<file path="config.mk">
export PLATFORM = sky130hd
export DESIGN_NAME = ssc_sequence_control
export DESIGN_NICKNAME = d
export VERILOG_FILES = /design/src/rtl/ssc_pkg.sv /design/src/rtl/ssc_sequence_control.sv
export SDC_FILE = /design/constraint.sdc
export NUM_CORES = 1
export LEC_CHECK = 0
export ABC_AREA = 0
export BUFFER_PORTS_ARGS = -buffer_cell sky130_fd_sc_hd__buf_4
export CAP_MARGIN = 20
export CORE_UTILIZATION = 42
export DETAILED_ROUTE_END_ITERATION = 10
export PLACE_DENSITY = 0.87
export SYNTH_ARGS = -nofsm -noshare
export SYNTH_HDL_FRONTEND = slang
export SYNTH_SLANG_ARGS = --single-unit
</file>
<file path="constraint.sdc">
create_clock -name clock -period 2.3 [get_ports clock]
set_input_delay 0.23 -clock clock [delete_from_list [all_inputs] [get_ports clock]]
set_output_delay 0.23 -clock clock [all_outputs]
set_load 0.02 [all_outputs]
</file>
<file path="src/rtl/ssc_pkg.sv">
// Package for the bus sequence control register block: map, fields, states
package ssc_pkg;
    localparam int ssc_data_w = 8;
    localparam int ssc_off_w = 8;
    localparam int ssc_prefix_w = 24;
    localparam logic [7:0] ssc_off_bus_sequence_control = 8'h00;
    localparam logic [7:0] ssc_reset_value = 8'h00;
    localparam int ssc_bit_outgoing_reselect_mode = 7;
    localparam int ssc_bit_start_outgoing_selection = 6;
    localparam int ssc_bit_accept_incoming_selection = 5;
    localparam int ssc_bit_accept_incoming_reselection = 4;
    localparam int ssc_bit_auto_attention_on_select = 3;
    localparam int ssc_bit_auto_attention_on_reselect = 2;
    localparam int ssc_bit_auto_attention_on_parity = 1;
    localparam int ssc_bit_bus_reset_drive = 0;
    // Bus reset keeps only the reset-drive bit
    localparam logic [7:0] ssc_bus_reset_keep = 8'h01;
    localparam int ssc_id_w = 4;

    typedef struct packed {
        logic outgoing_reselect_mode;
        logic start_outgoing_selection;
        logic accept_incoming_selection;
        logic accept_incoming_reselection;
        logic auto_attention_on_select;
        logic auto_attention_on_reselect;
        logic auto_attention_on_parity;
        logic bus_reset_drive;
    } ssc_ctrl_type;

    // Register access port, one per master
    typedef struct packed {
        logic wr;
        logic rd;
        logic [31:0] addr;
        logic [7:0] wdata;
    } ssc_req_type;

    // Bus events seen by the bus front end, all one-cycle or level
    typedef struct packed {
        logic bus_reset_seen;
        logic bus_free;
        logic bsy_back;
        logic selected_valid;
        logic reselected_valid;
        logic data_in_phase;
        logic parity_err_lo;
        logic parity_err_hi;
    } ssc_evt_type;

    typedef enum logic [1:0] {
        ssc_idle,
        ssc_selecting,
        ssc_connected
    } ssc_state_type;
endpackage

</file>
<file path="src/rtl/ssc_sequence_control.sv">
// Bus sequence control register with its outgoing and incoming selection logic
// Operation
// - Bit 7 picks Selection (clear) or Reselection (set) for the outgoing start.
// - Bit 6 starts outgoing sequence with own ID toward the peer ID.
// - Selection-in-progress is one while in select phase awaiting BSY.
// - Start-selection bit clears only by register write, bus reset or hard reset.
// - Bit 5 answers incoming Selection; sets selected-in and target role.
// - Hardware clears selection-in enable only on bus reset; otherwise register writes do.
// - Bit 4 answers incoming Reselection; sets selected-in, clears target role.
// - Reselection-in enable clears only by an explicit zero write or bus reset.
// - Bit 3 asserts ATN during initiator Selection.
// - Bit 2 asserts ATN when reselected with reselection-in enabled.
// - Bit 1 with parity check, as initiator, asserts ATN on input parity error.
// - Auto ATN released by clear-ATN write or Bus Free; zero writes leave it.
// - Bit 0 drives bus reset regardless of role until written zero.
// - Bus reset clears every bit except the reset-drive bit.
// - Register reads back written value; all zero during chip reset.
// - Register decodes at offset zero in host window and device space.
// - Host access matches upper prefix against either base prefix register.
// - Sequencer addresses registers by device-space offset alone.
`timescale 1ns/100ps
`default_nettype none
module ssc_sequence_control
    import ssc_pkg::*;
#(
    parameter int id_w = ssc_id_w
) (
    // Clock and reset
    input wire logic clock,
    input wire logic nrst,
    // Host memory window
    input wire ssc_pkg::ssc_req_type host_req,
    input wire logic [ssc_prefix_w-1:0] base_prefix_zero,
    input wire logic [ssc_prefix_w-1:0] base_prefix_one,
    output logic [ssc_data_w-1:0] host_rdata,
    output logic host_hit,
    // Sequencer device space
    input wire ssc_pkg::ssc_req_type seq_req,
    output logic [ssc_data_w-1:0] seq_rdata,
    output logic seq_hit,
    // Related control and status bits from neighbouring registers
    input wire logic [id_w-1:0] own_id_field,
    input wire logic [id_w-1:0] peer_id_field,
    input wire logic bus_parity_check_enable,
    input wire logic clear_attention_out,
    input wire logic status_clear,
    // Bus events
    input wire ssc_pkg::ssc_evt_type bus_evt,
    // Outgoing sequence to the bus front end
    output logic sel_drive,
    output logic sel_as_target,
    output logic [id_w-1:0] sel_own_id,
    output logic [id_w-1:0] sel_peer_id,
    // Status
    output logic selection_in_progress,
    output logic selection_done_flag,
    output logic selected_in_flag,
    output logic target_role,
    // Open-drain bus pins
    input wire logic atn_in,
    output logic atn_out,
    output logic atn_oe_n,
    input wire logic bus_reset_in,
    output logic bus_reset_out,
    output logic bus_reset_oe_n
);

    ////////////////////////////////////////////////////////////////////////////////
    // Address decode

    // Host hits only when the upper prefix matches one of the two base registers
    function automatic logic host_match(input logic [31:0] a, input logic [23:0] p0,
                                        input logic [23:0] p1, input logic [7:0] off);
        host_match = ((a[31:ssc_off_w] == p0) || (a[31:ssc_off_w] == p1))
                     && (a[ssc_off_w-1:0] == off);
    endfunction

    wire logic host_sel;
    wire logic seq_sel;
    wire logic host_wr_hit;
    wire logic seq_wr_hit;
    assign host_sel = host_match(host_req.addr, base_prefix_zero, base_prefix_one,
                                 ssc_off_bus_sequence_control);
    assign seq_sel = seq_req.addr[ssc_off_w-1:0] == ssc_off_bus_sequence_control;
    assign host_wr_hit = host_req.wr && host_sel;
    assign seq_wr_hit = seq_req.wr && seq_sel;

    ////////////////////////////////////////////////////////////////////////////////
    // Register

    ssc_ctrl_type ctrl_q;
    ssc_ctrl_type ctrl_d;
    wire logic [7:0] ctrl_bits;
    wire logic [7:0] wr_value;
    assign ctrl_bits = ctrl_q;
    // Sequencer wins a same-cycle collision; it owns the sequence bits
    assign wr_value = seq_wr_hit ? seq_req.wdata : host_req.wdata;

    // Only writes and bus reset change bits 6..4; no selection event clears them
    always_comb begin
        ctrl_d = ctrl_q;
        if (seq_wr_hit || host_wr_hit) begin
            ctrl_d = wr_value;
        end
        if (bus_evt.bus_reset_seen) begin
            ctrl_d = ctrl_d & ssc_bus_reset_keep;
        end
    end

    always_ff @(posedge clock or negedge nrst) begin
        if (!nrst) begin
            ctrl_q <= ssc_reset_value;
        end else begin
            ctrl_q <= ctrl_d;
        end
    end

    ////////////////////////////////////////////////////////////////////////////////
    // Outgoing sequence

    ssc_state_type state_q;
    ssc_state_type state_d;
    wire logic out_start;
    wire logic in_sel_ok;
    wire logic in_resel_ok;
    assign out_start = ctrl_q.start_outgoing_selection;
    assign in_sel_ok = ctrl_q.accept_incoming_selection && bus_evt.selected_valid;
    assign in_resel_ok = ctrl_q.accept_incoming_reselection
                         && bus_evt.reselected_valid;

    always_comb begin
        state_d = state_q;
        case (state_q)
            ssc_idle: begin
                if (out_start) begin
                    state_d = ssc_selecting;
                end else if (in_sel_ok || in_resel_ok) begin
                    state_d = ssc_connected;
                end
            end
            ssc_selecting: begin
                if (bus_evt.bus_reset_seen || !out_start) begin
                    // Sequencer abandons a stalled selection by clearing the start bit
                    state_d = ssc_idle;
                end else if (bus_evt.bsy_back) begin
                    state_d = ssc_connected;
                end
            end
            ssc_connected: begin
                if (bus_evt.bus_free || bus_evt.bus_reset_seen) begin
                    state_d = ssc_idle;
                end
            end
            default: begin
                state_d = ssc_idle;
            end
        endcase
    end

    always_ff @(posedge clock or negedge nrst) begin
        if (!nrst) begin
            state_q <= ssc_idle;
        end else begin
            state_q <= state_d;
        end
    end

    ////////////////////////////////////////////////////////////////////////////////
    // Status flags

    logic done_q;
    logic selin_q;
    logic target_q;
    wire logic done_set;
    wire logic initiator;
    assign done_set = (state_q == ssc_selecting) && bus_evt.bsy_back && out_start
                      && !bus_evt.bus_reset_seen;
    // Role after an outgoing win follows the mode bit
    assign initiator = !target_q;

    // Set beats the clear so an event landing on a clear is kept
    always_ff @(posedge clock or negedge nrst) begin
        if (!nrst) begin
            done_q <= 1'b0;
            selin_q <= 1'b0;
            target_q <= 1'b0;
        end else begin
            done_q <= done_set || (done_q && !status_clear);
            selin_q <= (state_q == ssc_idle && !out_start && (in_sel_ok || in_resel_ok))
                       || (selin_q && !status_clear);
            if (done_set) begin
                target_q <= ctrl_q.outgoing_reselect_mode;
            end else if (state_q == ssc_idle && !out_start && in_sel_ok) begin
                target_q <= 1'b1;
            end else if (state_q == ssc_idle && !out_start && in_resel_ok) begin
                target_q <= 1'b0;
            end
        end
    end

    ////////////////////////////////////////////////////////////////////////////////
    // Automatic attention

    logic atn_q;
    logic atn_oe_n_q;
    wire logic atn_sel_cond;
    wire logic atn_resel_cond;
    wire logic atn_par_cond;
    wire logic atn_set;
    wire logic atn_d;
    assign atn_sel_cond = ctrl_q.auto_attention_on_select && (state_q == ssc_selecting)
                          && !ctrl_q.outgoing_reselect_mode;
    assign atn_resel_cond = ctrl_q.auto_attention_on_reselect && in_resel_ok
                            && (state_q == ssc_idle) && !out_start;
    assign atn_par_cond = ctrl_q.auto_attention_on_parity && bus_parity_check_enable
                          && initiator && (state_q == ssc_connected)
                          && bus_evt.data_in_phase
                          && (bus_evt.parity_err_lo || bus_evt.parity_err_hi);
    assign atn_set = atn_sel_cond || atn_resel_cond || atn_par_cond;
    // Disabling an enable does not drop ATN once raised
    assign atn_d = atn_set || (atn_q && !clear_attention_out && !bus_evt.bus_free);

    // Enable kept in its own flop so the pin comes straight from a register
    always_ff @(posedge clock or negedge nrst) begin
        if (!nrst) begin
            atn_q <= 1'b0;
            atn_oe_n_q <= 1'b1;
        end else begin
            atn_q <= atn_d;
            atn_oe_n_q <= !atn_d;
        end
    end

    ////////////////////////////////////////////////////////////////////////////////
    // Registered outputs

    logic [7:0] host_rdata_q;
    logic [7:0] seq_rdata_q;
    logic host_hit_q;
    logic seq_hit_q;
    logic sel_drive_q;
    logic sel_as_target_q;
    logic [id_w-1:0] own_q;
    logic [id_w-1:0] peer_q;
    logic rst_drive_q;
    logic rst_oe_n_q;
    logic sigo_q;

    always_ff @(posedge clock or negedge nrst) begin
        if (!nrst) begin
            host_rdata_q <= ssc_reset_value;
            seq_rdata_q <= ssc_reset_value;
            host_hit_q <= 1'b0;
            seq_hit_q <= 1'b0;
        end else begin
            host_hit_q <= (host_req.rd || host_req.wr) && host_sel;
            seq_hit_q <= (seq_req.rd || seq_req.wr) && seq_sel;
            host_rdata_q <= (host_req.rd && host_sel) ? ctrl_bits : 8'h00;
            seq_rdata_q <= (seq_req.rd && seq_sel) ? ctrl_bits : 8'h00;
        end
    end

    always_ff @(posedge clock or negedge nrst) begin
        if (!nrst) begin
            sel_drive_q <= 1'b0;
            sel_as_target_q <= 1'b0;
            own_q <= '0;
            peer_q <= '0;
            rst_drive_q <= 1'b0;
            rst_oe_n_q <= 1'b1;
            sigo_q <= 1'b0;
        end else begin
            sel_drive_q <= state_d == ssc_selecting;
            sel_as_target_q <= ctrl_d.outgoing_reselect_mode;
            own_q <= own_id_field;
            peer_q <= peer_id_field;
            rst_drive_q <= ctrl_d.bus_reset_drive;
            rst_oe_n_q <= !ctrl_d.bus_reset_drive;
            sigo_q <= state_d == ssc_selecting;
        end
    end

    assign host_rdata = host_rdata_q;
    assign seq_rdata = seq_rdata_q;
    assign host_hit = host_hit_q;
    assign seq_hit = seq_hit_q;
    assign sel_drive = sel_drive_q;
    assign sel_as_target = sel_as_target_q;
    assign sel_own_id = own_q;
    assign sel_peer_id = peer_q;
    assign selection_in_progress = sigo_q;
    assign selection_done_flag = done_q;
    assign selected_in_flag = selin_q;
    assign target_role = target_q;
    assign atn_out = atn_q;
    // Open drain: enable low while pulling the line
    assign atn_oe_n = atn_oe_n_q;
    assign bus_reset_out = rst_drive_q;
    assign bus_reset_oe_n = rst_oe_n_q;

    // Line levels are read by the front end, not here
    wire logic unused_pins;
    assign unused_pins = atn_in ^ bus_reset_in;

endmodule // ssc_sequence_control
`default_nettype wire

</file>
==> run summary <==
The proportion of netlist area held by the largest area contributor is 45.0%. The cell taking the most area after synthesis is sky130_fd_sc_hd__dfrtp_1. From synthesis to final layout, the design area changed by 63.9%. The buffer cell driving the clock tree root is sky130_fd_sc_hd__clkbuf_8. The final period utilization is 75.8%. The via-per-instance ratio came out at 4.78.

The detail route stage leaves a number of antenna-violating nets equal to 0. The clock latency at the later pin of the worst-skew pair came out at 0.30 ns. At the end of routability-driven placement, the weighted congestion stood at 0.796. The detailed placer's ending HPWL came out at 5.59 mm.

The synthesized design contains 0 enable-type register cells. The cell count after placement is 429. After global routing, the most crowded layer is met2. The synthesized net count came out at 351. Total power for the finished layout comes to 1790 uW. The post-CTS setup buffer count came out at 0.

The share of total power in the clock network came out at 38.5%. The run finished with clean final reports. On the critical path, the stage with the largest delay is an instance of sky130_fd_sc_hd__nor4_1. The yosys synthesis warning count is 0. The part of the total power dissipated in sequential elements is 43.0%. In the synthesized netlist, the cells that appear most often are sky130_fd_sc_hd__dfrtp_1, sky130_fd_sc_hd__xor2_1, sky130_fd_sc_hd__nor4_1. The wire length of the first global-routing pass came out at 9.45 mm. The height of the chip came out at 75.7 um. The critical path's largest stage delay came out at 0.37 ns. The number of antenna violations at the first check in global routing is 0.

The horizontal die dimension came out at 75.7 um. The cell family contributing the most delay on the critical path is simple AND/OR/NAND/NOR gates. At the pin with the least slew margin, the transition time is 0.529 ns. The row count is 26. Setup repair after global routing left no endpoint under its margin. The count of state elements after synthesis is 43.

The average instance in the mapped netlist occupies 11.6 um2. The core area is 5170 um2. Power spread over the standard cell area amounts to 479 nW/um2.

The met3 routing resource usage after global routing is 5.95%. The count of mapped cells out of synthesis is 196. The largest fanout on the critical path is 9. TritonCTS created 5 clock buffers.

The starting utilization of the core area is 44.1%. The number of failing hold endpoints at the final stage is 0. The most frequent cell on the critical path is sky130_fd_sc_hd__buf_4. The total global-route track usage came out at 23.0%. Counting flops with an async set or reset pin after synthesis yields a share of 100%.

The minimum clock period after layout is 1.74 ns. The net switching power of the design is 388 uW. The final antenna diode count is 0. In this run the most critical hold path is launched from peer_id_field[0]. Yosys attributes the largest share of cell area to sky130_fd_sc_hd__dfrtp_1, sky130_fd_sc_hd__xor2_1, sky130_fd_sc_hd__mux2_2. Entering global routing, the biggest net connects 44 pins. The headroom to the max-slew limit came out at 64.7%. The critical path data arrival time is 1.93 ns. The number of DRC markers in iteration 0 is 57.

Excluding fillers, the count of instances in the completed layout stands at 438. Before antenna repair, the detailed router went through 4 iterations. Hold is met by 0.0372 ns. The beginning of the worst register-to-register path is out_start$_DFFE_PN0P_. In this run the tool buffered the top-level ports with 164 buffer cells.

The leakage power of the design came out at 0.00202 uW. Walking the worst path, the cells encountered are buf_4 > xor2_1 > nor4_1 > nand4_1 > nor3_1 > buf_4 > a31oi_4 > mux2_2. The met2 track utilization from global routing came out at 42.4%. The startpoint-to-endpoint class of the critical path is primary input to register. The max-capacitance violation count came out at 0.

After detailed routing, the number of remaining DRC violations is 0. The portion of the post-synthesis area used by sequential elements is 47.3%. The final worst clock skew came out at 0.00496 ns. The routed wirelength normalized by instance count is 15.3 um.

The proportion of power drawn by combinational gates came out at 18.5%. The internal portion of the total power is 1400 uW. The number of max-slew violations in the final report is 0. TritonCTS built the clock tree. VDD sags by at most 0.473 mV. The maximum clock path buffer count came out at 2. The area enclosed by the die boundary came out at 5730 um2. The tightest min-delay check is of the primary input to register type. The clock sink total came out at 43. The switching share of power is 21.7%. The most common cell in the netlist is sky130_fd_sc_hd__dfrtp_1.

Summing every instance area after synthesis gives 2280 um2. The share of layout cells above drive strength 1 came out at 52.4%. The final routed wirelength across all metal layers came out at 6.71 mm.

Clock-pin slew was measured on the worst setup and hold paths at 0.08 ns. The via count of the first global-routing pass is 2068. The summed negative setup slack over all endpoints is 0 ns. The total buffers and inverters traversed by the critical path came out at 2.

For this run, the top clock speed supported by timing is 574 MHz. STA puts the critical path data required time at 2.49 ns. The post-layout net count came out at 522.

STA classifies the critical path endpoint as a register. The boundary pin count is 191. Global routing used 25.1% of the available met1 tracks. Synthesis instantiated 37 different standard cells from the library. The nature of the critical path startpoint is a primary input. The H-tree was split into 2 levels. Global routing finished with a remaining overflow of 0. The final setup violation count is 0.

The most critical setup path has its startpoint at host_req[21]. The vias after detailed routing came out at 2093. In the synthesized netlist the dominant register cell turns out to be sky130_fd_sc_hd__dfrtp_1.
flip-flops by register name, indices dropped and copies added (netlist names), 2 cells and up, named ones only:
signal / cells
ctrl_bits: 5
host_rdata: 8
sel_own_id: 4
sel_peer_id: 4
seq_rdata: 8
state_q: 2
cell usage in the layout (no fill, tap or decap), types with 3 or more instances in the layout:
cell,netlist,final
sky130_fd_sc_hd__o21ai_0,3,3
sky130_fd_sc_hd__mux2_2,9,9
sky130_fd_sc_hd__nor3_1,4,4
sky130_fd_sc_hd__and3_1,9,9
sky130_fd_sc_hd__mux2i_1,8,8
sky130_fd_sc_hd__nor2b_1,7,7
sky130_fd_sc_hd__inv_1,3,3
sky130_fd_sc_hd__buf_4,1,165
sky130_fd_sc_hd__nor4_1,10,10
sky130_fd_sc_hd__nor2_1,9,9
sky130_fd_sc_hd__nand2_1,4,4
sky130_fd_sc_hd__and2_1,8,8
sky130_fd_sc_hd__nand4_1,3,3
sky130_fd_sc_hd__or4_4,3,3
sky130_fd_sc_hd__clkbuf_8,0,5
sky130_fd_sc_hd__xor2_1,40,40
sky130_fd_sc_hd__dfrtp_1,41,41
sky130_fd_sc_hd__xnor2_1,8,8
final timing paths:
kind	endpoint	slack [ns]	cells after the start
setup / recovery	ctrl_bits[2]$_DFFE_PN0P_	0.56	8
hold / removal	sel_peer_id[0]$_DFF_PN0_	0.04	1
setup reg to reg	atn_out$_DFF_PN0_	0.95	3
hold reg to reg	selected_in_flag$_DFF_PN0_	0.53	2
max in group asynchronous	atn_oe_n$_DFF_PN1_	1.48	2
min in group asynchronous	sel_peer_id[2]$_DFF_PN0_	0.45	2
stage by stage:
| stage | util (%) | area, um2 | setup slack [ns] |
|---|---|---|---|
| after floorplan | - | 2280 | 0.512 |
| after global placement | 69.5 | 3600 | 0.307 |
| after detailed placement | 69.5 | 3600 | 0.257 |
| after CTS | 72.3 | 3740 | 0.560 |
| after global routing | 72.3 | 3740 | 0.453 |
| final | 72.3 | 3740 | 0.556 |
what timing repair did:
action                                 in CTS  in global routing
gates resized for setup                     0                  0
hold buffers                                1                  0
endpoints found under the hold margin      41                  0
power by group through the flow:
stage          combinational (uW)  sequential, uW  clock [uW]
2_1_floorplan                80.1             797           0
3_3_place_gp                  321             785           0
3_5_place_dp                  330             785           0
4_1_cts                       333             770         701
5_1_grt                       359             771         728
6_report                      330             770         689
layer usage:
metal	part of all wire, %	up-vias
met1	38	976
met5	0	-
met4	2.4	0
met3	5.4	17
met2	54	73
li1	-	1027
cell type report:
class | count | area (um2)
clock buffers | 6 | 72.6
clock inverters | 2 | 60.1
fillers | 398 | 1430
inverters | 3 | 11.3
multi-input cells | 148 | 1180
flip-flops and latches | 43 | 1080
well taps | 70 | 87.6
repair buffers | 166 | 1250
kinds of logic after synthesis:
group	after synthesis	synth area share, %
AO/OA/AOI/OAI	12	5.49
XOR/XNOR	48	18.4
buffers and inverters	5	0.987
flip-flops	43	47.3
multiplexers	17	7.95
AND/OR/NAND/NOR	71	19.9
No activity file was read; power rests on OpenSTA's default activity.
